--- src/lcp_consts.svh ---
`ifndef LCP_CONSTS_SVH
`define LCP_CONSTS_SVH
// Register word indices
`define LCP_REG_CTRL        4'h0
`define LCP_REG_THRESH      4'h1
`define LCP_REG_CURR        4'h2
`define LCP_REG_STATUS      4'h3
`define LCP_REG_LEVELS      4'h4
// Field positions
`define LCP_CTRL_EN         0
`define LCP_CTRL_TFD        1
`define LCP_CTRL_TCS        2
`define LCP_ST_SUPPL        8
`define LCP_ST_PRESENT      9
`define LCP_ST_ZONE         10
`define LCP_ST_BTS          12
`define LCP_ST_FAULT        13
`define LCP_ST_AUTO         14
// Reset values
`define LCP_CTRL_RST        3'h1
`define LCP_THRESH_RST      11'h3d8
`define LCP_CURR_RST        10'h040
// Voltage figures in mV
`define LCP_TRICKLE_MV_0    16'd2000
`define LCP_TRICKLE_MV_1    16'd2200
`define LCP_TRICKLE_MV_2    16'd2400
`define LCP_TRICKLE_MV_3    16'd2500
`define LCP_PRE_BASE_MV     16'd2700
`define LCP_PRE_STEP_MV     16'd50
`define LCP_TERM_BASE_MV    16'd3900
`define LCP_TERM_STEP_MV    16'd20
`define LCP_RECHG_BASE_MV   16'd80
`define LCP_RECHG_STEP_MV   16'd40
`define LCP_VIN_THR_MV_1    16'd4250
`define LCP_VIN_THR_MV_2    16'd4500
`define LCP_VIN_THR_MV_3    16'd4750
`define LCP_VIN_SPAN_MV     16'd700
`define LCP_VIN_SUPPL_MV    16'd3800
`define LCP_ENABLE_MARGIN   16'd100
// Currents
`define LCP_TRICKLE_MA_LO   6'd10
`define LCP_TRICKLE_MA_HI   6'd25
`define LCP_ILIM_STEP_MA    12'd500
`define LCP_PCT_STEP        7'd5
`define LCP_FULL_PCT        7'd100
// Die temperature in degrees C
`define LCP_DIE_FOLD_C      8'd115
`define LCP_DIE_ZERO_C      8'd150
`define LCP_DIE_FAULT_C     8'd155
// Fractions of 256 for the linear foldbacks
`define LCP_FRAC_ONE        9'd256
`define LCP_THERM_GAIN      11'd1872
`define LCP_VIN_GAIN        7'd94
`endif

--- src/lcp_pkg.sv ---
package lcp_pkg;
    typedef enum logic [7:0] {
        LCP_OFF     = 8'h01,
        LCP_TRICKLE = 8'h02,
        LCP_PRE     = 8'h04,
        LCP_FAST    = 8'h08,
        LCP_CV      = 8'h10,
        LCP_EOC     = 8'h20,
        LCP_SUSPEND = 8'h40,
        LCP_FAULT   = 8'h80
    } lcp_phase_t;
    typedef enum logic [1:0] {
        LCP_ZONE_ABSENT = 2'h0,
        LCP_ZONE_COLD   = 2'h1,
        LCP_ZONE_NORMAL = 2'h2,
        LCP_ZONE_HOT    = 2'h3
    } lcp_zone_t;
endpackage

--- src/lcp_charge_ctrl.sv ---
// Local design decisions: the placing of the registers and the strobed register port.
`timescale 1ns/100ps
`include "lcp_consts.svh"
// Function
// - Auto-enable above battery plus 100mV, gated
// - Below trickle threshold apply trickle current only; the code moves to trickle only on entry or from precondition
// - Trickle threshold codes 2.0/2.2/2.4/2.5V
// - Trickle current select 10mA or 25mA
// - Above trickle threshold enter precondition
// - Precondition threshold 2.7V plus 50mV steps
// - Precondition current 5..20% of fast
// - Above precondition threshold go fast charge
// - At termination voltage switch to CV
// - Termination voltage 3.9V plus 20mV steps
// - CV current below termination ends charge
// - Termination current 5..20% of fast
// - End of charge delivers zero current
// - Below recharge level resume fast charge
// - Input voltage threshold select, disable allowed
// - Input droop folds back; 3.8V supplement
// - Supplement mode: battery feeds system rail
// - Input current limit 0.5A to 2A
// - Die foldback 115C linear to 150C
// - 155C: interrupt, temperature status, fault
// - Thermal foldback disable bit
// - Thermistor flags: presence and temperature zone
module lcp_charge_ctrl (
    // Clock and reset
    input  wire logic                 clk_sys,
    input  wire logic                 nrst,
    // Register port
    input  wire logic [3:0]           reg_addr,
    input  wire logic [31:0]          reg_wdata,
    input  wire logic                 reg_wr,
    input  wire logic                 reg_rd,
    output logic      [31:0]          reg_rdata,
    // Digitised analog measurements, asynchronous
    input  wire logic [15:0]          vbat_mv,
    input  wire logic [15:0]          system_rail_mv,
    input  wire logic [15:0]          input_supply_mv,
    input  wire logic [7:0]           die_temp_c,
    input  wire logic [6:0]           charge_current_pct,
    // Thermistor comparators, asynchronous
    input  wire logic                 thermistor_present,
    input  wire logic                 thermistor_cold,
    input  wire logic                 thermistor_hot,
    // Charge loop controls
    output lcp_pkg::lcp_phase_t       phase,
    output logic                      trickle_active,
    output logic      [5:0]           trickle_current_ma,
    output logic      [6:0]           charge_current_set_pct,
    output logic                      cv_regulate,
    output logic      [15:0]          termination_mv,
    output logic      [11:0]          input_current_limit_ma,
    output logic                      supplement_en,
    output logic                      die_fault_irq
);
    import lcp_pkg::*;

    localparam int SYNC_W = 16 + 16 + 16 + 8 + 7 + 3;

    // Three-stage synchroniser; a new sample counts once stages two and three agree
    logic [SYNC_W-1:0] sync1;
    logic [SYNC_W-1:0] sync2;
    logic [SYNC_W-1:0] sync3;
    logic [SYNC_W-1:0] held;
    wire  [SYNC_W-1:0] raw_bus = {vbat_mv, system_rail_mv, input_supply_mv, die_temp_c,
                                  charge_current_pct, thermistor_present, thermistor_cold,
                                  thermistor_hot};

    always_ff @(posedge clk_sys or negedge nrst) begin
        if (!nrst) begin
            sync1 <= '0;
            sync2 <= '0;
            sync3 <= '0;
            held  <= '0;
        end else begin
            sync1 <= raw_bus;
            sync2 <= sync1;
            sync3 <= sync2;
            // Whole-word agreement keeps multi-bit samples from tearing
            if (sync2 == sync3) begin
                held <= sync3;
            end
        end
    end

    wire [15:0] s_vbat  = held[65:50];
    wire [15:0] s_system_rail  = held[49:34];
    wire [15:0] s_vin   = held[33:18];
    wire [7:0]  s_die   = held[17:10];
    wire [6:0]  s_fast_charge_current  = held[9:3];
    wire        s_pres  = held[2];
    wire        s_cold  = held[1];
    wire        s_hot   = held[0];

    // Software registers
    logic [2:0]  ctrl_reg;
    logic [10:0] thresh_reg;
    logic [9:0]  curr_reg;
    logic        bat_temp_status;
    logic        charge_fault;

    wire        charger_enable_bit       = ctrl_reg[`LCP_CTRL_EN];
    wire        thermal_foldback_disable = ctrl_reg[`LCP_CTRL_TFD];
    wire        trickle_current_sel      = ctrl_reg[`LCP_CTRL_TCS];
    wire [1:0]  trickle_threshold_sel    = thresh_reg[1:0];
    wire [3:0]  pre_threshold_sel        = thresh_reg[5:2];
    wire [4:0]  termination_voltage_sel  = thresh_reg[10:6];
    wire [1:0]  precondition_current_sel = curr_reg[1:0];
    wire [1:0]  termination_current_sel  = curr_reg[3:2];
    wire [1:0]  recharge_offset_sel      = curr_reg[5:4];
    wire [1:0]  input_voltage_threshold_sel = curr_reg[7:6];
    wire [1:0]  input_current_limit_sel  = curr_reg[9:8];

    // Threshold decode
    logic [15:0] trickle_mv;
    always_comb begin
        case (trickle_threshold_sel)
            2'h0:    trickle_mv = `LCP_TRICKLE_MV_0;
            2'h1:    trickle_mv = `LCP_TRICKLE_MV_1;
            2'h2:    trickle_mv = `LCP_TRICKLE_MV_2;
            default: trickle_mv = `LCP_TRICKLE_MV_3;
        endcase
    end

    wire [15:0] pre_mv  = `LCP_PRE_BASE_MV
                        + 16'(`LCP_PRE_STEP_MV * 16'(pre_threshold_sel));
    wire [15:0] term_mv = `LCP_TERM_BASE_MV
                        + 16'(`LCP_TERM_STEP_MV * 16'(termination_voltage_sel));
    wire [15:0] rechg_off_mv = `LCP_RECHG_BASE_MV
                        + 16'(`LCP_RECHG_STEP_MV * 16'(recharge_offset_sel));
    wire [15:0] recharge_level = term_mv - rechg_off_mv;
    wire [6:0]  pre_pct   = 7'(`LCP_PCT_STEP * 7'({1'b0, precondition_current_sel} + 3'h1));
    wire [6:0]  termination_current_sel_pct = 7'(`LCP_PCT_STEP * 7'({1'b0, termination_current_sel} + 3'h1));
    wire [5:0]  trickle_ma = trickle_current_sel ? `LCP_TRICKLE_MA_HI
                                                 : `LCP_TRICKLE_MA_LO;
    wire [11:0] ilim_ma = 12'(`LCP_ILIM_STEP_MA * 12'({1'b0, input_current_limit_sel} + 3'h1));

    logic [15:0] vin_thr_mv;
    always_comb begin
        case (input_voltage_threshold_sel)
            2'h1:    vin_thr_mv = `LCP_VIN_THR_MV_1;
            2'h2:    vin_thr_mv = `LCP_VIN_THR_MV_2;
            2'h3:    vin_thr_mv = `LCP_VIN_THR_MV_3;
            default: vin_thr_mv = 16'h0000;
        endcase
    end

    // Enable and condition flags
    wire auto_enable  = s_system_rail > (s_vbat + `LCP_ENABLE_MARGIN);
    wire enabled      = auto_enable && charger_enable_bit;
    wire die_fault    = s_die >= `LCP_DIE_FAULT_C;
    wire bat_suspend  = !s_pres || s_cold || s_hot;
    wire in_supplement = s_vin <= `LCP_VIN_SUPPL_MV;

    lcp_zone_t zone;
    assign zone = !s_pres ? LCP_ZONE_ABSENT :
                  s_cold  ? LCP_ZONE_COLD   :
                  s_hot   ? LCP_ZONE_HOT    : LCP_ZONE_NORMAL;

    // Entry phase chosen from the battery voltage alone
    lcp_phase_t entry_phase;
    assign entry_phase = (s_vbat < trickle_mv) ? LCP_TRICKLE :
                         (s_vbat <= pre_mv)    ? LCP_PRE     : LCP_FAST;

    // Phase machine; faults and suspension are checked ahead of voltage moves
    lcp_phase_t next_phase;
    always_comb begin
        next_phase = phase;
        if (!enabled) begin
            next_phase = LCP_OFF;
        end else if (die_fault) begin
            next_phase = LCP_FAULT;
        end else if (bat_suspend) begin
            next_phase = LCP_SUSPEND;
        end else begin
            case (phase)
                LCP_OFF, LCP_SUSPEND: begin
                    next_phase = entry_phase;
                end
                LCP_FAULT: begin
                    // Stay parked until the die is back below the zero-current point
                    if (s_die < `LCP_DIE_ZERO_C) begin
                        next_phase = entry_phase;
                    end
                end
                LCP_TRICKLE: begin
                    if (s_vbat > trickle_mv) begin
                        next_phase = LCP_PRE;
                    end
                end
                LCP_PRE: begin
                    if (s_vbat > pre_mv) begin
                        next_phase = LCP_FAST;
                    end else if (s_vbat < trickle_mv) begin
                        next_phase = LCP_TRICKLE;
                    end
                end
                LCP_FAST: begin
                    if (s_vbat >= term_mv) begin
                        next_phase = LCP_CV;
                    end
                end
                LCP_CV: begin
                    if (s_fast_charge_current < termination_current_sel_pct) begin
                        next_phase = LCP_EOC;
                    end
                end
                LCP_EOC: begin
                    if (s_vbat < recharge_level) begin
                        next_phase = LCP_FAST;
                    end
                end
                default: begin
                    next_phase = LCP_OFF;
                end
            endcase
        end
    end

    // Base current by phase, as a percentage of the fast-charge setting
    logic [6:0] base_pct;
    always_comb begin
        case (next_phase)
            LCP_PRE:          base_pct = pre_pct;
            LCP_FAST, LCP_CV: base_pct = `LCP_FULL_PCT;
            default:          base_pct = 7'h00;
        endcase
    end

    // Die foldback fraction of 256: linear from 115C down to zero at 150C
    wire [7:0]  die_left   = `LCP_DIE_ZERO_C - s_die;
    wire [18:0] therm_prod = 19'(die_left) * 19'(`LCP_THERM_GAIN);
    wire [8:0]  therm_frac = (thermal_foldback_disable || s_die < `LCP_DIE_FOLD_C)
                           ? `LCP_FRAC_ONE
                           : (s_die >= `LCP_DIE_ZERO_C) ? 9'h000
                           : 9'(therm_prod[16:8]);

    // Input droop fraction of 256: linear over the span below the threshold
    wire [15:0] vin_floor  = vin_thr_mv - `LCP_VIN_SPAN_MV;
    wire [15:0] vin_above  = s_vin - vin_floor;
    wire [16:0] vin_prod   = 17'(vin_above[9:0]) * 17'(`LCP_VIN_GAIN);
    wire        vin_off    = input_voltage_threshold_sel == 2'h0;
    wire [8:0]  vin_frac   = (vin_off || s_vin >= vin_thr_mv) ? `LCP_FRAC_ONE
                           : (s_vin <= vin_floor)            ? 9'h000
                           : 9'(vin_prod[16:8]);

    wire [8:0]  min_frac   = (therm_frac < vin_frac) ? therm_frac : vin_frac;
    wire [15:0] scaled     = 16'(base_pct) * 16'(min_frac);
    wire        next_suppl = enabled && in_supplement;
    wire [6:0]  next_pct   = next_suppl ? 7'h00 : scaled[14:8];

    // Output stage
    logic die_fault_d;
    always_ff @(posedge clk_sys or negedge nrst) begin
        if (!nrst) begin
            phase                  <= LCP_OFF;
            trickle_active         <= 1'b0;
            trickle_current_ma     <= '0;
            charge_current_set_pct <= '0;
            cv_regulate            <= 1'b0;
            termination_mv         <= '0;
            input_current_limit_ma <= '0;
            supplement_en          <= 1'b0;
            die_fault_irq          <= 1'b0;
            die_fault_d            <= 1'b0;
        end else begin
            phase                  <= next_phase;
            trickle_active         <= (next_phase == LCP_TRICKLE) && !next_suppl;
            trickle_current_ma     <= trickle_ma;
            charge_current_set_pct <= next_pct;
            cv_regulate            <= next_phase == LCP_CV;
            termination_mv         <= term_mv;
            input_current_limit_ma <= ilim_ma;
            supplement_en          <= next_suppl;
            die_fault_d            <= die_fault;
            die_fault_irq          <= die_fault && !die_fault_d;
        end
    end

    // Register writes; the sticky flags are write-one-to-clear and a set wins
    wire wr_ctrl   = reg_wr && reg_addr == `LCP_REG_CTRL;
    wire wr_thresh = reg_wr && reg_addr == `LCP_REG_THRESH;
    wire wr_curr   = reg_wr && reg_addr == `LCP_REG_CURR;
    wire wr_status = reg_wr && reg_addr == `LCP_REG_STATUS;
    wire clr_bts   = wr_status && reg_wdata[`LCP_ST_BTS];
    wire clr_fault = wr_status && reg_wdata[`LCP_ST_FAULT];

    always_ff @(posedge clk_sys or negedge nrst) begin
        if (!nrst) begin
            ctrl_reg        <= `LCP_CTRL_RST;
            thresh_reg      <= `LCP_THRESH_RST;
            curr_reg        <= `LCP_CURR_RST;
            bat_temp_status <= 1'b0;
            charge_fault    <= 1'b0;
        end else begin
            if (wr_ctrl) begin
                ctrl_reg <= reg_wdata[2:0];
            end
            if (wr_thresh) begin
                thresh_reg <= reg_wdata[10:0];
            end
            if (wr_curr) begin
                curr_reg <= reg_wdata[9:0];
            end
            bat_temp_status <= die_fault || (bat_temp_status && !clr_bts);
            charge_fault    <= die_fault || (charge_fault && !clr_fault);
        end
    end

    // Read data: one cycle after the strobe, zero otherwise and for unmapped words
    wire [31:0] status_word = {17'h00000, auto_enable, charge_fault, bat_temp_status,
                               zone, s_pres, supplement_en, phase};
    wire [31:0] levels_word = {term_mv, 9'h000, charge_current_set_pct};
    logic [31:0] rd_mux;
    always_comb begin
        case (reg_addr)
            `LCP_REG_CTRL:   rd_mux = {29'h0, ctrl_reg};
            `LCP_REG_THRESH: rd_mux = {21'h0, thresh_reg};
            `LCP_REG_CURR:   rd_mux = {22'h0, curr_reg};
            `LCP_REG_STATUS: rd_mux = status_word;
            `LCP_REG_LEVELS: rd_mux = levels_word;
            default:         rd_mux = 32'h0000_0000;
        endcase
    end

    always_ff @(posedge clk_sys or negedge nrst) begin
        if (!nrst) begin
            reg_rdata <= '0;
        end else begin
            reg_rdata <= reg_rd ? rd_mux : 32'h0000_0000;
        end
    end

endmodule // lcp_charge_ctrl

--- config.mk ---
export PLATFORM = sky130hd
export DESIGN_NAME = lcp_charge_ctrl
export DESIGN_NICKNAME = d
export VERILOG_FILES = /design/src/lcp_pkg.sv /design/src/lcp_charge_ctrl.sv
export VERILOG_INCLUDE_DIRS = /design/src
export SDC_FILE = /design/constraint.sdc
export NUM_CORES = 1
export LEC_CHECK = 0
export BUFFER_PORTS_ARGS = -buffer_cell sky130_fd_sc_hd__buf_2
export CAP_MARGIN = 25
export CORE_UTILIZATION = 38
export CTS_BUF_LIST = sky130_fd_sc_hd__clkbuf_4
export CTS_CLUSTER_DIAMETER = 50
export DETAILED_ROUTE_END_ITERATION = 10
export PLACE_DENSITY_LB_ADDON = 0.08
export SKIP_CTS_REPAIR_TIMING = 1
export SLEW_MARGIN = 20
export SYNTH_ARGS = -nofsm -noshare
export SYNTH_HDL_FRONTEND = slang
export SYNTH_SLANG_ARGS = --single-unit
--- constraint.sdc ---
create_clock -name clk_sys -period 10.5 [get_ports clk_sys]
set_input_delay 1.575 -clock clk_sys [delete_from_list [all_inputs] [get_ports clk_sys]]
set_output_delay 1.575 -clock clk_sys [all_outputs]
set_load 0.005 [all_outputs]
==> impl_metrics.json <==
{
  "start_util_pct": 38.5,
  "hold_class": "reg -> reg",
  "yosysSeqAreaShare_pct": 44.5,
  "grt_start_max_net_pins": 152,
  "tightestPinTransition_ps": 845,
  "fin_skew_ps": 68.1,
  "drt-total-wl_um": 49000,
  "drv_slew": 0,
  "slew-limit-headroom_pct": 43.7,
  "maxCapViolCount": 0,
  "grt_first_pass_wirelength_um": 78900,
  "synth_edf_count": 0,
  "ys_dominant_reg_cell": "dfrtp_1",
  "synthCells": 1778,
  "layout.cells.most_common_list": "dfrtp_1 (350), ha_1 (214), inv_1 (156), buf_2 (155), clkbuf_4 (127)",
  "max_stage_delay_ps": 630,
  "worst_hold_slack_ps": 322,
  "stdcell_area_mm2": 0.0244,
  "crit_path_end_kind": "register",
  "setup_ws_ps": -407,
  "crit_fanout": 5,
  "hold_viol": 0,
  "power_density_mw_per_mm2": 240,
  "dpl_cell_area_mm2": 0.0228,
  "synthArstFlopShare_pct": 100,
  "clk_path_buf_depth": 3,
  "drive_gt1_share_pct": 28.2,
  "grt_overflow": 0,
  "required_ps": 11190,
  "p_leak_nw": 12.1,
  "outcome": "finished, violations left",
  "fin_crit_ps": 10910,
  "die_h_um": 233,
  "grt_setup_unrepaired": "yes",
  "port_buffers": 156,
  "vias": 14164,
  "period_share_pct": 104,
  "syn_area_mm2": 0.0203,
  "clkLatencyLatePin_ps": 830,
  "num_rows": 84,
  "clk_pin_slew_ps": 70,
  "syn_to_final_growth_pct": 20.2,
  "preCtsSetupSlack_ps": -871,
  "yosysWarnings": 0,
  "r2r_slack_ps": -410,
  "post-route-drc-count": 0,
  "ys_ff_latch": 360,
  "avgSynthCellArea_um2": 11.4,
  "ioPinCount": 191,
  "crit_arrival_ps": 11600,
  "first_global_vias": 14800,
  "core_mm2": 0.0527,
  "cts_buffers": 97,
  "antenna_found_initial": 1,
  "clkSinkCount": 360,
  "grt_usage_pct": 18.8,
  "setup_viol": 6,
  "dp_hpwl_um": 38000,
  "startpoint_type": "register",
  "wire_per_inst_um": 17.0,
  "nets": 2532,
  "cts_tree": "yes",
  "timing.fmax_ghz": 0.0917,
  "peakVddDrop_uv": 320,
  "die_area_mm2": 0.0543,
  "die_x_um": 233,
  "dr.pass1.iters": 5,
  "routabilityCongestion": 0.843,
  "path_class": "reg -> reg",
  "viasPerCell": 4.91,
  "ant_nets": 0,
  "crit_path_top_delay_cell": "dfstp_2",
  "final_common_cell": "dfrtp_1",
  "violations": "negative setup slack",
  "crit_top_cell": "fa_1",
  "drt_iter0_drc": 665,
  "synth.distinct_cells": 87,
  "h-tree-depth": 3,
  "root_buffer": "clkbuf_4"
}
## final cells by class
cell class | count | area [µm²]
Sequential cell | 360 | 9020
Tap cell | 688 | 861
Fill cell | 4978 | 28300
Multi-Input combinational cell | 1220 | 10900
Inverter | 172 | 653
Timing Repair Buffer | 277 | 1730
Antenna cell | 2 | 5.00
Clock buffer | 127 | 953
Clock inverter | 36 | 206
## power breakdown
group | total (mW) | leakage [nW] | switching [mW] | internal (mW)
Sequential | 1.58 | 4.45 | 0.0832 | 1.50
Combinational | 3.09 | 6.99 | 1.54 | 1.55
Clock | 1.17 | 0.684 | 0.561 | 0.611
Total | 5.84 | 12.1 | 2.18 | 3.66
## synth_stat cells, types with 14 or more instances
| master | count | share of area [%] |
|---|---|---|
| nand3_1 | 27 | 0.67 |
| ha_1 | 227 | 14 |
| nor4_1 | 16 | 0.49 |
| xnor2_1 | 62 | 2.7 |
| nand2_1 | 88 | 1.6 |
| dfrtp_1 | 351 | 43 |
| a21o_1 | 19 | 0.70 |
| nor3_1 | 32 | 0.79 |
| fa_1 | 71 | 7.0 |
| clkbuf_1 | 15 | 0.28 |
| o21ai_0 | 49 | 1.2 |
| xor2_1 | 72 | 3.1 |
| mux2_2 | 84 | 4.7 |
| nand2b_1 | 17 | 0.52 |
| buf_4 | 16 | 0.59 |
| or3_1 | 15 | 0.46 |
| and3_1 | 14 | 0.43 |
| nor2b_1 | 18 | 0.56 |
| inv_1 | 171 | 3.2 |
| a21oi_1 | 60 | 1.5 |
| nor2_1 | 118 | 2.2 |
| nand4_1 | 28 | 0.86 |
## final timing paths
check | cells after the start | endpoint | startpoint
max | 51 | charge_current_set_pct[4]$_DFF_PN0_ | curr_reg[6]$_DFFE_PN1P_
min | 0 | sync2[1]$_DFF_PN0_ | sync1[1]$_DFF_PN0_
max reg2reg | 51 | charge_current_set_pct[4]$_DFF_PN0_ | curr_reg[6]$_DFFE_PN1P_
min reg2reg | 0 | sync2[1]$_DFF_PN0_ | sync1[1]$_DFF_PN0_
max in group asynchronous | 3 | sync2[57]$_DFF_PN0_ | nrst
min in group asynchronous | 1 | sync1[14]$_DFF_PN0_ | nrst
## kinds of logic after synthesis
kind of cell,share of synthesized area [%]
xor gates and xnor gates,5.79
buffers and inverters,4.35
muxes,4.81
AOI/OAI and AO/OA,8.58
DFF,44.5
and+or+nand+nor,10.9
adders and majority gates,21.1
other,0.0371
## per-layer routing
layer / wire length [µm] / track usage [%] / vias up
met5: 0 / 0 / -
met4: 1060 / 6.47 / 0
met3: 2190 / 3.58 / 65
met2: 22400 / 29.5 / 293
met1: 23300 / 25.8 / 6914
li1: - / - / 6892
## critical path, delay by kind of cell (launching register included)
family / cells / cell delay, ps
buf+inv: 8 / 610
compound gates: 18 / 2850
flops: 1 / 630
simple gates: 11 / 1990
xor+xnor: 1 / 160
fa+ha+maj: 13 / 4560
## per-stage QoR
| step | TNS (ps) | power, mW | utilization, % | instances |
|---|---|---|---|---|
| after CTS | -4990 | 5.73 | 45.5 | 2872 |
| after global routing | -5180 | 6.39 | 46.3 | 2882 |
| after floorplan | -1090 | 3.35 | - | 1795 |
| final | -1610 | 5.84 | 46.3 | 2882 |
| after detailed placement | -4700 | 4.50 | 43.3 | 2709 |
| after global placement | -3980 | 4.46 | 43.3 | 2709 |
Power figures use the tool's default switching activity.
